===== config.mk =====
export PLATFORM = sky130hd
export DESIGN_NAME = vsc_card_end_flat
export DESIGN_NICKNAME = d
export VERILOG_FILES = /design/src/core/vsc_pkg.sv /design/src/core/vsc_link_if.sv /design/src/core/link_sync.sv /design/src/core/vsc_card_end.sv /design/src/flat_wrapper.sv
export SDC_FILE = /design/constraint.sdc
export NUM_CORES = 1
export LEC_CHECK = 0
export BUFFER_PORTS_ARGS = -buffer_cell sky130_fd_sc_hd__buf_2
export CORE_MARGIN = 2
export CORE_UTILIZATION = 54
export DETAILED_ROUTE_END_ITERATION = 16
export PLACE_DENSITY = 0.72
export SLEW_MARGIN = 20
export SYNTH_ARGS = -nofsm -noshare
export SYNTH_HDL_FRONTEND = slang
export SYNTH_SLANG_ARGS = --single-unit

===== constraint.sdc =====
create_clock -name sys_clk -period 20.2 [get_ports sys_clk]
set_input_delay 1.01 -clock sys_clk [delete_from_list [all_inputs] [get_ports sys_clk]]
set_output_delay 1.01 -clock sys_clk [all_outputs]
set_load 0.02 [all_outputs]

===== src/core/vsc_pkg.sv =====
// Shared constants and types for the recording session link
package vsc_pkg;
  localparam int SYS_PERIOD_NS    = 50;
  localparam int LINK_PERIOD_NS   = 400;
  localparam int LINK_HALF_CYCLES = LINK_PERIOD_NS / (2 * SYS_PERIOD_NS);
  localparam logic [2:0] LINK_HALF_LAST = 3'(LINK_HALF_CYCLES - 1);

  localparam int BLOCK_BYTES  = 512;
  localparam int CHUNK_BYTES  = 512 * 1024;
  localparam int CHUNK_BLOCKS = CHUNK_BYTES / BLOCK_BYTES;
  localparam int CHUNK_LSB    = $clog2(CHUNK_BLOCKS);
  localparam int AU_BLOCKS    = 8192;
  localparam int AU_LSB       = $clog2(AU_BLOCKS);
  localparam logic [3:0] AU_MAX = 4'h8;

  // Command indices
  localparam logic [5:0] IDX_SESSION   = 6'h14;
  localparam logic [5:0] IDX_WR_SINGLE = 6'h18;
  localparam logic [5:0] IDX_WR_MULTI  = 6'h19;
  localparam logic [5:0] IDX_WR_EXT_LO = 6'h22;
  localparam logic [5:0] IDX_WR_EXT_HI = 6'h25;
  localparam logic [5:0] IDX_WR_50     = 6'h32;
  localparam logic [5:0] IDX_WR_57     = 6'h39;

  // Session function field in the argument
  localparam int FN_LSB   = 0;
  localparam int SLOT_LSB = 4;
  localparam logic [3:0] FN_START_REC   = 4'h0;
  localparam logic [3:0] FN_UPDATE_DIR  = 4'h1;
  localparam logic [3:0] FN_UPDATE_CI   = 4'h2;
  localparam logic [3:0] FN_SUSPEND     = 4'h3;
  localparam logic [3:0] FN_RESUME      = 4'h4;
  localparam logic [3:0] FN_SET_FREE    = 4'h5;
  localparam logic [3:0] FN_RELEASE_DIR = 4'h6;

  // Terminating command sets, one bit per index
  localparam logic [63:0] TERM_CMD_BASE  = 64'h0000fe80_fc41cfff;
  localparam logic [63:0] TERM_CMD_51_56 = 64'h01080000_00000000;
  localparam logic [63:0] TERM_CMD_60_63 = 64'hf0000000_00000000;
  localparam logic [63:0] TERM_ACMD_LOW  = 64'h00000000_003a1ffe;
  localparam logic [63:0] TERM_ACMD_MID  = 64'h0000003f_e9000000;
  localparam logic [63:0] TERM_ACMD_HIGH = 64'hff740780_00000000;

  typedef enum logic [1:0] {ST_IDLE, ST_WAIT, ST_SEND} host_state_t;
endpackage : vsc_pkg


===== src/core/vsc_link_if.sv =====
// Command link between host controller and card tracker
interface vsc_link_if;
  logic        lclk;
  logic        strobe;
  logic        app;
  logic [5:0]  index;
  logic [31:0] arg;
  logic [15:0] len;

  modport host_end (output lclk, output strobe, output app, output index, output arg, output len);
  modport card_end (input lclk, input strobe, input app, input index, input arg, input len);
endinterface : vsc_link_if


===== src/core/link_sync.sv =====
// Three-stage input synchroniser with agreement filter
module link_sync #(
  parameter int WIDTH = 57
) (
  input  wire logic             sys_clk,
  input  wire logic             rst_n,
  input  wire logic [WIDTH-1:0] async_in,
  output logic      [WIDTH-1:0] sync_out
);
  logic [WIDTH-1:0] s1_reg;
  logic [WIDTH-1:0] s2_reg;
  logic [WIDTH-1:0] s3_reg;

  always_ff @(posedge sys_clk or negedge rst_n) begin
    if (!rst_n) begin
      s1_reg <= '0;
      s2_reg <= '0;
      s3_reg <= '0;
    end else begin
      s1_reg <= async_in;
      s2_reg <= s1_reg;
      s3_reg <= s2_reg;
    end
  end

  genvar i;
  generate
    for (i = 0; i < WIDTH; i++) begin : g_bit
      always_ff @(posedge sys_clk or negedge rst_n) begin
        if (!rst_n) begin
          sync_out[i] <= 1'b0;
        end else if (s2_reg[i] == s3_reg[i]) begin
          sync_out[i] <= s3_reg[i];
        end
      end
    end
  endgenerate
endmodule : link_sync


===== src/core/vsc_card_end.sv =====
// Card-side recording session tracker
// Operation
// RULE_01 - Misfit or misaligned CMD50 breaks subunit timing
// RULE_02 - Any CMD51 or CMD56 ends recording
// RULE_03 - CMD57 nonsequential ends; misfit breaks timing
// RULE_04 - Commands 60 to 63 end recording
// RULE_05 - App commands 1-12, 17, 19-21 end recording
// RULE_06 - App commands 24, 27, 29-37 end recording
// RULE_07 - App commands 39-42, 50, 52-54, 56-63 end
// RULE_08 - Suspend between chunks frees slots, unused blocks
// RULE_09 - Resume address: next chunk if active, else zero
// RULE_10 - Suspend mid-chunk frees all, zero resume address
// RULE_11 - Suspend without active block keeps resume address
// RULE_12 - Host resumes: update dir, resume, start recording
// RULE_13 - Zero resume address: host starts fresh session
// RULE_14 - Write into suspended block clears resume address
// RULE_15 - Eight directory slots, assigned and released
// RULE_16 - Host writes whole chunks, pads partial ones
// RULE_17 - Directory and info updates keep recording
// RULE_18 - Multi writes across subunits keep performance
// RULE_19 - Writes across assigned blocks keep performance
// RULE_20 - Writes past active blocks may drop performance
// RULE_21 - Saved write position survives power cycle
// RULE_22 - Recording chunk fixed at 512KB
// RULE_23 - Terminating command frees blocks, ends recording
// RULE_24 - Next expected address detects nonsequential writes
module vsc_card_end (
  input  wire logic        sys_clk,
  input  wire logic        rst_n,
  vsc_link_if.card_end     link,
  input  wire logic [31:0] saved_resume_address,
  output logic             recording,
  output logic             su_timing_broken,
  output logic             perf_dropped,
  output logic             suspended,
  output logic [31:0]      resume_address,
  output logic [7:0]       dir_slots,
  output logic [3:0]       au_assigned
);
  logic [56:0] link_raw;
  logic [56:0] link_s;
  logic        lclk_prev_reg;
  logic        loaded_reg,    loaded_next;
  logic        rec_reg,       rec_next;
  logic        sub_reg,       sub_next;
  logic        drop_reg,      drop_next;
  logic        susp_reg,      susp_next;
  logic [31:0] susp_base_reg, susp_base_next;
  logic [31:0] resume_reg,    resume_next;
  logic [7:0]  slots_reg,     slots_next;
  logic [31:0] au_base_reg,   au_base_next;
  logic [3:0]  au_cnt_reg,    au_cnt_next;
  logic [31:0] next_addr_reg, next_addr_next;

  assign link_raw = {link.lclk, link.strobe, link.app, link.index, link.arg, link.len};

  link_sync #(.WIDTH(57)) u_sync (
    .sys_clk  (sys_clk),
    .rst_n    (rst_n),
    .async_in (link_raw),
    .sync_out (link_s)
  );

  wire        lclk_s   = link_s[56];
  wire        strobe_s = link_s[55];
  wire        app_s    = link_s[54];
  wire [5:0]  idx_s    = link_s[53:48];
  wire [31:0] arg_s    = link_s[47:16];
  wire [15:0] len_s    = link_s[15:0];
  wire        take     = lclk_s & ~lclk_prev_reg & strobe_s;

  wire [3:0]  fn       = arg_s[vsc_pkg::FN_LSB +: 4];
  wire [2:0]  slot     = arg_s[vsc_pkg::SLOT_LSB +: 3];
  wire        is_sess  = !app_s && (idx_s == vsc_pkg::IDX_SESSION);
  wire        is_wr1   = !app_s && (idx_s == vsc_pkg::IDX_WR_SINGLE);
  wire        is_wrext = !app_s && (idx_s >= vsc_pkg::IDX_WR_EXT_LO) && (idx_s <= vsc_pkg::IDX_WR_EXT_HI);
  wire        is_wrn   = !app_s && ((idx_s == vsc_pkg::IDX_WR_MULTI) || is_wrext ||
                                    (idx_s == vsc_pkg::IDX_WR_50) || (idx_s == vsc_pkg::IDX_WR_57));
  wire        is_write = is_wr1 | is_wrn;
  wire [15:0] wr_len   = is_wr1 ? 16'h0001 : len_s;

  wire [63:0] idx_bit  = 64'h1 << idx_s;
  wire        t_cmd    = !app_s && ((idx_bit & vsc_pkg::TERM_CMD_BASE) != 64'h0);
  wire        t_51_56  = !app_s && ((idx_bit & vsc_pkg::TERM_CMD_51_56) != 64'h0); // RULE_02
  wire        t_60_63  = !app_s && ((idx_bit & vsc_pkg::TERM_CMD_60_63) != 64'h0); // RULE_04
  wire        t_a_low  = app_s && ((idx_bit & vsc_pkg::TERM_ACMD_LOW) != 64'h0); // RULE_05
  wire        t_a_mid  = app_s && ((idx_bit & vsc_pkg::TERM_ACMD_MID) != 64'h0); // RULE_06
  wire        t_a_high = app_s && ((idx_bit & vsc_pkg::TERM_ACMD_HIGH) != 64'h0); // RULE_07

  // Active window and write geometry
  wire [31:0] au_span  = {15'h0, au_cnt_reg, 13'h0};
  wire [31:0] au_end   = au_base_reg + au_span;
  wire [31:0] wr_end   = arg_s + {16'h0, wr_len};
  wire [31:0] wr_used  = wr_end - au_base_reg;
  wire [18:0] au_done  = wr_used[31:vsc_pkg::AU_LSB];
  wire        in_act   = (au_cnt_reg != 4'h0) && (arg_s >= au_base_reg) && (arg_s < au_end);
  wire        seq_bad  = is_write && in_act && (arg_s != next_addr_reg); // RULE_24 RULE_03
  wire        chunk_bad = is_wr1 || (wr_len[vsc_pkg::CHUNK_LSB-1:0] != '0) ||
                          (arg_s[vsc_pkg::CHUNK_LSB-1:0] != '0); // RULE_22
  wire        past_end = wr_end > au_end; // RULE_20
  wire [31:0] in_susp_off = arg_s - susp_base_reg;
  wire        in_susp  = susp_reg && (arg_s >= susp_base_reg) &&
                         (in_susp_off[31:vsc_pkg::AU_LSB] == 19'h0);
  wire        terminate = t_cmd | t_51_56 | t_60_63 | t_a_low | t_a_mid | t_a_high | seq_bad;
  wire        mid_chunk = next_addr_reg[vsc_pkg::CHUNK_LSB-1:0] != '0;
  wire        next_act  = next_addr_reg < au_end;

  always_comb begin
    loaded_next    = 1'b1;
    rec_next       = rec_reg;
    sub_next       = sub_reg;
    drop_next      = drop_reg;
    susp_next      = susp_reg;
    susp_base_next = susp_base_reg;
    resume_next    = resume_reg;
    slots_next     = slots_reg;
    au_base_next   = au_base_reg;
    au_cnt_next    = au_cnt_reg;
    next_addr_next = next_addr_reg;
    if (!loaded_reg) begin
      resume_next    = saved_resume_address; // RULE_21
      susp_next      = saved_resume_address != 32'h0;
      susp_base_next = {saved_resume_address[31:vsc_pkg::AU_LSB], 13'h0};
    end else if (take) begin
      if (is_write && in_susp) begin
        resume_next = 32'h0; // RULE_14
        susp_next   = 1'b0;
      end
      if (terminate) begin
        rec_next    = 1'b0; // RULE_23
        au_cnt_next = 4'h0;
        slots_next  = 8'h00;
      end else if (is_sess) begin
        case (fn)
          vsc_pkg::FN_START_REC: begin
            rec_next  = 1'b1;
            sub_next  = 1'b0;
            drop_next = 1'b0;
          end
          vsc_pkg::FN_SET_FREE: begin
            au_base_next   = {arg_s[31:vsc_pkg::AU_LSB], 13'h0};
            next_addr_next = {arg_s[31:vsc_pkg::AU_LSB], 13'h0};
            au_cnt_next    = {1'b0, slot} + 4'h1;
          end
          vsc_pkg::FN_UPDATE_DIR: begin
            slots_next[slot] = 1'b1; // RULE_15 RULE_17
          end
          vsc_pkg::FN_RELEASE_DIR: begin
            slots_next[slot] = 1'b0; // RULE_15 RULE_17
          end
          vsc_pkg::FN_SUSPEND: begin
            if (au_cnt_reg != 4'h0) begin // RULE_11
              rec_next    = 1'b0;
              slots_next  = 8'h00; // RULE_08 RULE_10
              au_cnt_next = 4'h0;
              if (!mid_chunk && next_act) begin
                resume_next    = next_addr_reg; // RULE_09
                susp_next      = 1'b1;
                susp_base_next = {next_addr_reg[31:vsc_pkg::AU_LSB], 13'h0};
              end else begin
                resume_next = 32'h0; // RULE_09 RULE_10
                susp_next   = 1'b0;
              end
            end
          end
          vsc_pkg::FN_RESUME: begin
            if (susp_reg && (resume_reg != 32'h0)) begin
              au_base_next   = susp_base_reg; // RULE_12
              au_cnt_next    = 4'h1;
              next_addr_next = resume_reg;
              susp_next      = 1'b0;
            end
          end
          default: begin
          end
        endcase
      end else if (is_write && in_act) begin
        if (chunk_bad) begin
          sub_next = 1'b1; // RULE_01 RULE_03
        end
        if (past_end) begin
          drop_next = 1'b1; // RULE_20
        end
        next_addr_next = wr_end; // RULE_24
        if (au_done >= {15'h0, au_cnt_reg}) begin
          au_cnt_next = 4'h0;
        end else begin
          au_base_next = au_base_reg + {au_done, 13'h0}; // RULE_18 RULE_19
          au_cnt_next  = au_cnt_reg - au_done[3:0];
        end
      end
    end
  end

  always_ff @(posedge sys_clk or negedge rst_n) begin
    if (!rst_n) begin
      lclk_prev_reg <= 1'b0;
      loaded_reg    <= 1'b0;
      rec_reg       <= 1'b0;
      sub_reg       <= 1'b0;
      drop_reg      <= 1'b0;
      susp_reg      <= 1'b0;
      susp_base_reg <= 32'h0;
      resume_reg    <= 32'h0;
      slots_reg     <= 8'h00;
      au_base_reg   <= 32'h0;
      au_cnt_reg    <= 4'h0;
      next_addr_reg <= 32'h0;
    end else begin
      lclk_prev_reg <= lclk_s;
      loaded_reg    <= loaded_next;
      rec_reg       <= rec_next;
      sub_reg       <= sub_next;
      drop_reg      <= drop_next;
      susp_reg      <= susp_next;
      susp_base_reg <= susp_base_next;
      resume_reg    <= resume_next;
      slots_reg     <= slots_next;
      au_base_reg   <= au_base_next;
      au_cnt_reg    <= au_cnt_next;
      next_addr_reg <= next_addr_next;
    end
  end

  assign recording        = rec_reg;
  assign su_timing_broken = sub_reg;
  assign perf_dropped     = drop_reg;
  assign suspended        = susp_reg;
  assign resume_address   = resume_reg;
  assign dir_slots        = slots_reg;
  assign au_assigned      = au_cnt_reg;
endmodule : vsc_card_end


===== src/flat_wrapper.sv =====
// flat-port wrapper written by rule: the top's interface ports become plain ports
module vsc_card_end_flat 
  (sys_clk, rst_n, saved_resume_address, recording, su_timing_broken, perf_dropped, suspended, resume_address, dir_slots, au_assigned, link_lclk, link_strobe, link_app, link_index, link_arg, link_len);
  vsc_link_if link_i ();
  input  wire logic sys_clk;
  input  wire logic rst_n;
  input  wire logic [31:0] saved_resume_address;
  output logic recording;
  output logic su_timing_broken;
  output logic perf_dropped;
  output logic suspended;
  output logic [31:0] resume_address;
  output logic [7:0] dir_slots;
  output logic [3:0] au_assigned;
  input wire logic [$bits(link_i.lclk)-1:0] link_lclk;
  input wire logic [$bits(link_i.strobe)-1:0] link_strobe;
  input wire logic [$bits(link_i.app)-1:0] link_app;
  input wire logic [$bits(link_i.index)-1:0] link_index;
  input wire logic [$bits(link_i.arg)-1:0] link_arg;
  input wire logic [$bits(link_i.len)-1:0] link_len;
  assign link_i.lclk = link_lclk;
  assign link_i.strobe = link_strobe;
  assign link_i.app = link_app;
  assign link_i.index = link_index;
  assign link_i.arg = link_arg;
  assign link_i.len = link_len;
  vsc_card_end u_core (.sys_clk(sys_clk), .rst_n(rst_n), .link(link_i), .saved_resume_address(saved_resume_address), .recording(recording), .su_timing_broken(su_timing_broken), .perf_dropped(perf_dropped), .suspended(suspended), .resume_address(resume_address), .dir_slots(dir_slots), .au_assigned(au_assigned));
endmodule

After elaboration in Yosys (flattened, before gate mapping)
Cells that the tools add are included.
{ "word_totals": {"regBits": 374, "inputBits": 91} }
{ "op_classes": {"n_addsub": 7, "n_lt_le_gt_ge": 10, "eq_ne": 82, "n_shift": 1, "n_mux": 58, "bitwise_logic": 14, "reduce_logical": 57} }
{ "ops": {"columns": ["operator", "n"], "rows": [
  ["32-bit 2-to-1 mux", 22],
  ["64-bit nonzero test", 6],
  ["32-bit case mux with 2 select lines", 2],
  ["32-bit greater-or-equal comparator", 2],
  ["32-bit less-than comparator", 2],
  ["32-bit nonzero test", 2],
  ["1-bit by 6-bit left shift with 64-bit output (first input constant)", 1],
  ["32-bit subtractor", 2],
  ["1-bit equality test", 57],
  ["32-bit by 16-bit adder with 32-bit output", 1],
  ["32-bit by 17-bit adder with 32-bit output", 1],
  ["32-bit adder", 1],
  ["32-bit greater-than comparator", 1],
  ["32-bit != test", 1],
  ["6-bit AND reduction", 5],
  ["10-bit nonzero test", 3],
  ["4-bit 2-to-1 mux", 6],
  ["8-bit 2-to-1 mux", 3],
  ["8-bit case mux with 3 select lines", 1],
  ["1-bit logical AND", 21],
  ["19-bit by 4-bit greater-or-equal comparator with 1-bit output", 1],
  ["19-bit logical NOT", 1],
  ["1-bit 2-to-1 mux", 19],
  ["6-bit by 5-bit equality test with 1-bit output (second input constant)", 3],
  ["other kinds (34)", 65]
]} }

Logic depth before layout (Yosys ltp)
{ "depth": {"word_depth": 16, "depth_mapped": 33} }

Hierarchy
Synthesis repeated with hierarchy kept, for this count alone.
{ "unflattened": {"hier_cells": 2104, "hier_area_um2": 20297.0} }
{ "by_module_without_submodules": {"columns": ["mod", "n_inst", "cells_each", "area_per_inst_um2", "seq_area_each_um2"], "rows": [
  ["vsc_card_end", 1, 1819, 13949.6, 3002.9],
  ["link_sync", 1, 285, 6347.3, 5705.5]
]} }

Worst setup path before layout
OpenSTA, ideal clock, no wires.
{ "synth_path": {"kind": "register -> register", "startpoint": "register u_core.u_sync.sync_out[50]", "endpoint": "register u_core.au_base_reg[29]", "arrival_ns": 6.498, "path_slack_ns": 13.564, "path_stages_with_launch": 31, "path_buffers": 3, "synth_period_minus_slack_ns": 6.636, "path_cell_list": "dfrtp_1 clkbuf_1 buf_1 nor3b_1 clkbuf_1 nor2b_1 ha_1 o21ai_0 o21ai_0 o2111ai_2 a211o_1 a21boi_0 o21a_1 nand3_1 xnor2_1 ha_1 a2111oi_2 nand3_1 and3_1 a211oi_1 nor2_1 ha_1 and2_1 o21ai_0 a31o_2 o21ai_0 o21ai_0 nand2b_1 xor2_1 o31ai_1 a2bb2oi_1"} }
{ "synth_via": {"elab_chain_cells": 13} }
{ "synth_lines": {"columns": ["element", "line_no", "source"], "rows": [
  ["start: declaration", "link_sync.sv:8", "output logic [WIDTH-1:0] sync_out"],
  ["start signal: indexed assignment", "link_sync.sv:33", "sync_out[i] <= s3_reg[i];"],
  ["branches (longest 13 deep; another with 32-bit by 16-bit adder with 32-bit output)", null, null],
  ["end signal: assignment", "vsc_card_end.sv:219", "au_base_reg <= au_base_next;"],
  ["end: declaration", "vsc_card_end.sv:51", "logic [31:0] au_base_reg, au_base_next;"]
]} }
Parallel ways; which one is timed is not known. The select of a mux whose other input is x is not followed.
A chain may end at the register's enable or synchronous reset.

Final worst setup path
{ "layout_path": {"startpoint": "register u_core.u_sync.sync_out[49]", "endpoint": "register u_core.au_base_reg[31]"} }
The elaborated chain is that of the path after synthesis.

==> metrics.cfg <==
[clock_network]
insertion_delay_ns=0.58
ctsHtreeMaxLevel=2
cts.sinks=348
path_clk_slew_ns=0.06
numCtsBuffers=38
cts_resized=0
ctsHoldBuffers=0
clk_path_buf_depth=3
tritoncts=done
cts-root-buf=clkbuf_16
cts_setup_buffers=0

[sta]
relSlewSlack=0.293
finClkSkew_ns=0.0319
slew_violations=0
tns_ns=0
post-route-period-util=0.405
rsz0062_at_grt=no
setup_violations=0
worstMarginPinSlew_ns=1.06
hold_ws_ns=0.340
period_needed_ns=8.18
timing.fmax_mhz=122
hold_viol_final=0

[layout]
layout-drive-gt1-share=0.120
final_cell_mix=dfrtp_1 (347), ha_1 (161), nand2_1 (142), buf_2 (137), o21ai_0 (93)
regArea_sq_mm=0.00871
n_antenna_cell=0
area_growth_pct=12.4
layout_commonest_cell=dfrtp_1
finish.utilization=0.618
final_nets=2312
nFillCells=3046
multi_input_area_sq_mm=0.0103

[logic_synthesis]
synth_area_sq_mm=0.0197
synth_top_family_by_area=compound AO/OA/AOI/OAI gates
synth_xor_area_frac=0.0524
synth.area.mux_share=0.00834
synth_compound_area_frac=0.177
synth-edff-count=0
syn_nets=2211
synth_cell_type_count=81
avgSynthCellArea_sq_um=10.1
ys_ff_latch=348
ys_seq_area_frac=0.443
ys_async_sr_fraction=1.00
yosys_warnings=0
synth_simple_gate_area_frac=0.148
synthCells=1955
synth-adder-area-share=0.136
synth_flop_cell=dfrtp_1

[global_routing]
antenna_found_initial=0
grt_pass1_vias=15854
grt_pass1_wl_um=91400
grt_remaining_overflow=0
grt_use_total=0.313
grt_max_degree=177

[worst_setup_path]
worstPathArrival_ns=8.64
critPathKind=reg2reg
slowest_delay_ns=0.86
crit_fanout=19
r2r_start=u_core.u_sync.sync_out[49]
reg2reg_to=u_core.au_base_reg[31]
reg2reg_slack_ns=12.02
worst_setup_path_end_kind=register
slowest_stage=nor3b_2
required_ns=20.67
reg2regPathDepth=27
crit_path_start_kind=register

[detailed_routing]
drtPass1Iterations=6
drc_errors=0
wirelength_um=58000
drtAntennaViolNets=0
drt_iter0_drc=1339
avgRoutedWirePerCell_um=22.8
avgViaCountPerCell=6.26
vias=15949

[worst_hold_path]
min_from=u_core.u_sync.s1_reg[3]
holdPathEnd=u_core.u_sync.s2_reg[3]
min_path_type=reg2reg
hold_depth=0

[floorplan]
start_util=0.550
ios=139
coreArea_sq_mm=0.0357
die_y_um=195
dieWidth_um=195
rows=69
die-area_sq_mm=0.0380

[flow_run]
max-cap-violations=0

[place]
place.detailed.hpwl_um=43000
place_congestion=0.963
portBuffers=138

[power_and_ir_drop]
power_density_mw_per_mm2=89.2
p_leak_nw=9.49
ir_drop_v=0.0000791

[run_status]
status=finished clean

how the worst max path moves through the flow:
stage | start | endpoint | slack, ns | depth (start not counted)
5_1_grt | u_core.u_sync.sync_out[49] | u_core.au_base_reg[30] | 11.29 | 24
4_1_cts | u_core.u_sync.sync_out[49] | u_core.au_base_reg[31] | 12.10 | 27
6_report | u_core.u_sync.sync_out[49] | u_core.au_base_reg[31] | 12.02 | 27
3_3_place_gp | u_core.u_sync.sync_out[49] | u_core.au_base_reg[31] | 12.54 | 27
2_1_floorplan | u_core.u_sync.sync_out[50] | u_core.au_base_reg[29] | 13.56 | 30
3_5_place_dp | u_core.u_sync.sync_out[49] | u_core.au_base_reg[31] | 12.31 | 27
cell families (layout without fill, tap and decap cells):
family | count (synthesis) | count (layout)
flip-flops | 348 | 348
XOR/XNOR | 115 | 115
adder cells (fa/ha/maj) | 222 | 222
other | 1 | 1
multiplexers | 16 | 16
AO/OA/AOI/OAI | 510 | 510
buffers and inverters | 180 | 310
AND/OR/NAND/NOR | 563 | 563
cell usage after synthesis, drive strengths merged, types with 9 or more instances:
| cell | count | area share |
|---|---|---|
| maj3 | 57 | 0.029 |
| nor2b | 30 | 0.0095 |
| o211ai | 80 | 0.031 |
| nand3 | 62 | 0.016 |
| a21o | 48 | 0.018 |
| a31oi | 12 | 0.0038 |
| a21oi | 87 | 0.023 |
| o21ai | 97 | 0.025 |
| nor2 | 82 | 0.016 |
| xnor2 | 92 | 0.041 |
| xor2 | 22 | 0.0098 |
| inv | 87 | 0.017 |
| o22ai | 18 | 0.0057 |
| and3 | 19 | 0.0060 |
| nor3 | 43 | 0.011 |
| o31ai | 19 | 0.0073 |
| and2 | 13 | 0.0041 |
| o21a | 24 | 0.0092 |
| ha | 161 | 0.10 |
| nand2 | 142 | 0.027 |
| mux2i | 13 | 0.0066 |
| a2bb2oi | 32 | 0.014 |
| clkbuf | 83 | 0.016 |
| nor4 | 37 | 0.013 |
| a22oi | 9 | 0.0034 |
| dfrtp | 348 | 0.44 |
| nand2b | 39 | 0.012 |
| nand4 | 57 | 0.018 |
| buf | 10 | 0.0027 |
| a211oi | 16 | 0.0061 |
final cells by class:
cell class / instances / share of cell area
clock buffers: 47 / 0.0464
repair buffers: 154 / 0.0379
inverters: 87 / 0.0148
clock inverters: 22 / 0.0134
flip-flops and latches: 348 / 0.394
multi-input cells: 1427 / 0.467
well taps: 461 / 0.0261
metal layers:
layer / global-route usage / vias to the layer above / routed length, um
li1: - / 7382 / -
met1: 0.411 / 7826 / 24300
met2: 0.507 / 587 / 27000
met3: 0.0404 / 154 / 3420
met4: 0.168 / 0 / 3280
met5: 0 / - / 0
worst max-delay path, delay by kind of cell (launching register included):
| kind | cells | cell delay [ns] |
|---|---|---|
| mux | 1 | 0.27 |
| compound gates | 10 | 2.35 |
| simple gates | 11 | 3.55 |
| xor+xnor | 1 | 0.27 |
| fa+ha+maj | 4 | 1.05 |
| flops | 1 | 0.54 |
power by group:
group,switching [mW],internal [mW],total [mW]
clock,0.299,0.430,0.729
combinational,0.264,0.182,0.446
sequential,0.0577,0.738,0.796
per-stage QoR:
step                      setup slack, ns  instances  total power [mW]  cell area (sq um)
after floorplan                     13.56       1955              1.10              19700
after global placement              12.54       2477              1.24              20800
after detailed placement            12.31       2477              1.24              20800
after CTS                           12.10       2546              1.98              22100
after global routing                11.29       2546              2.07              22100
final                               12.02       2546              1.97              22100
(Power assumes the default switching activity.)
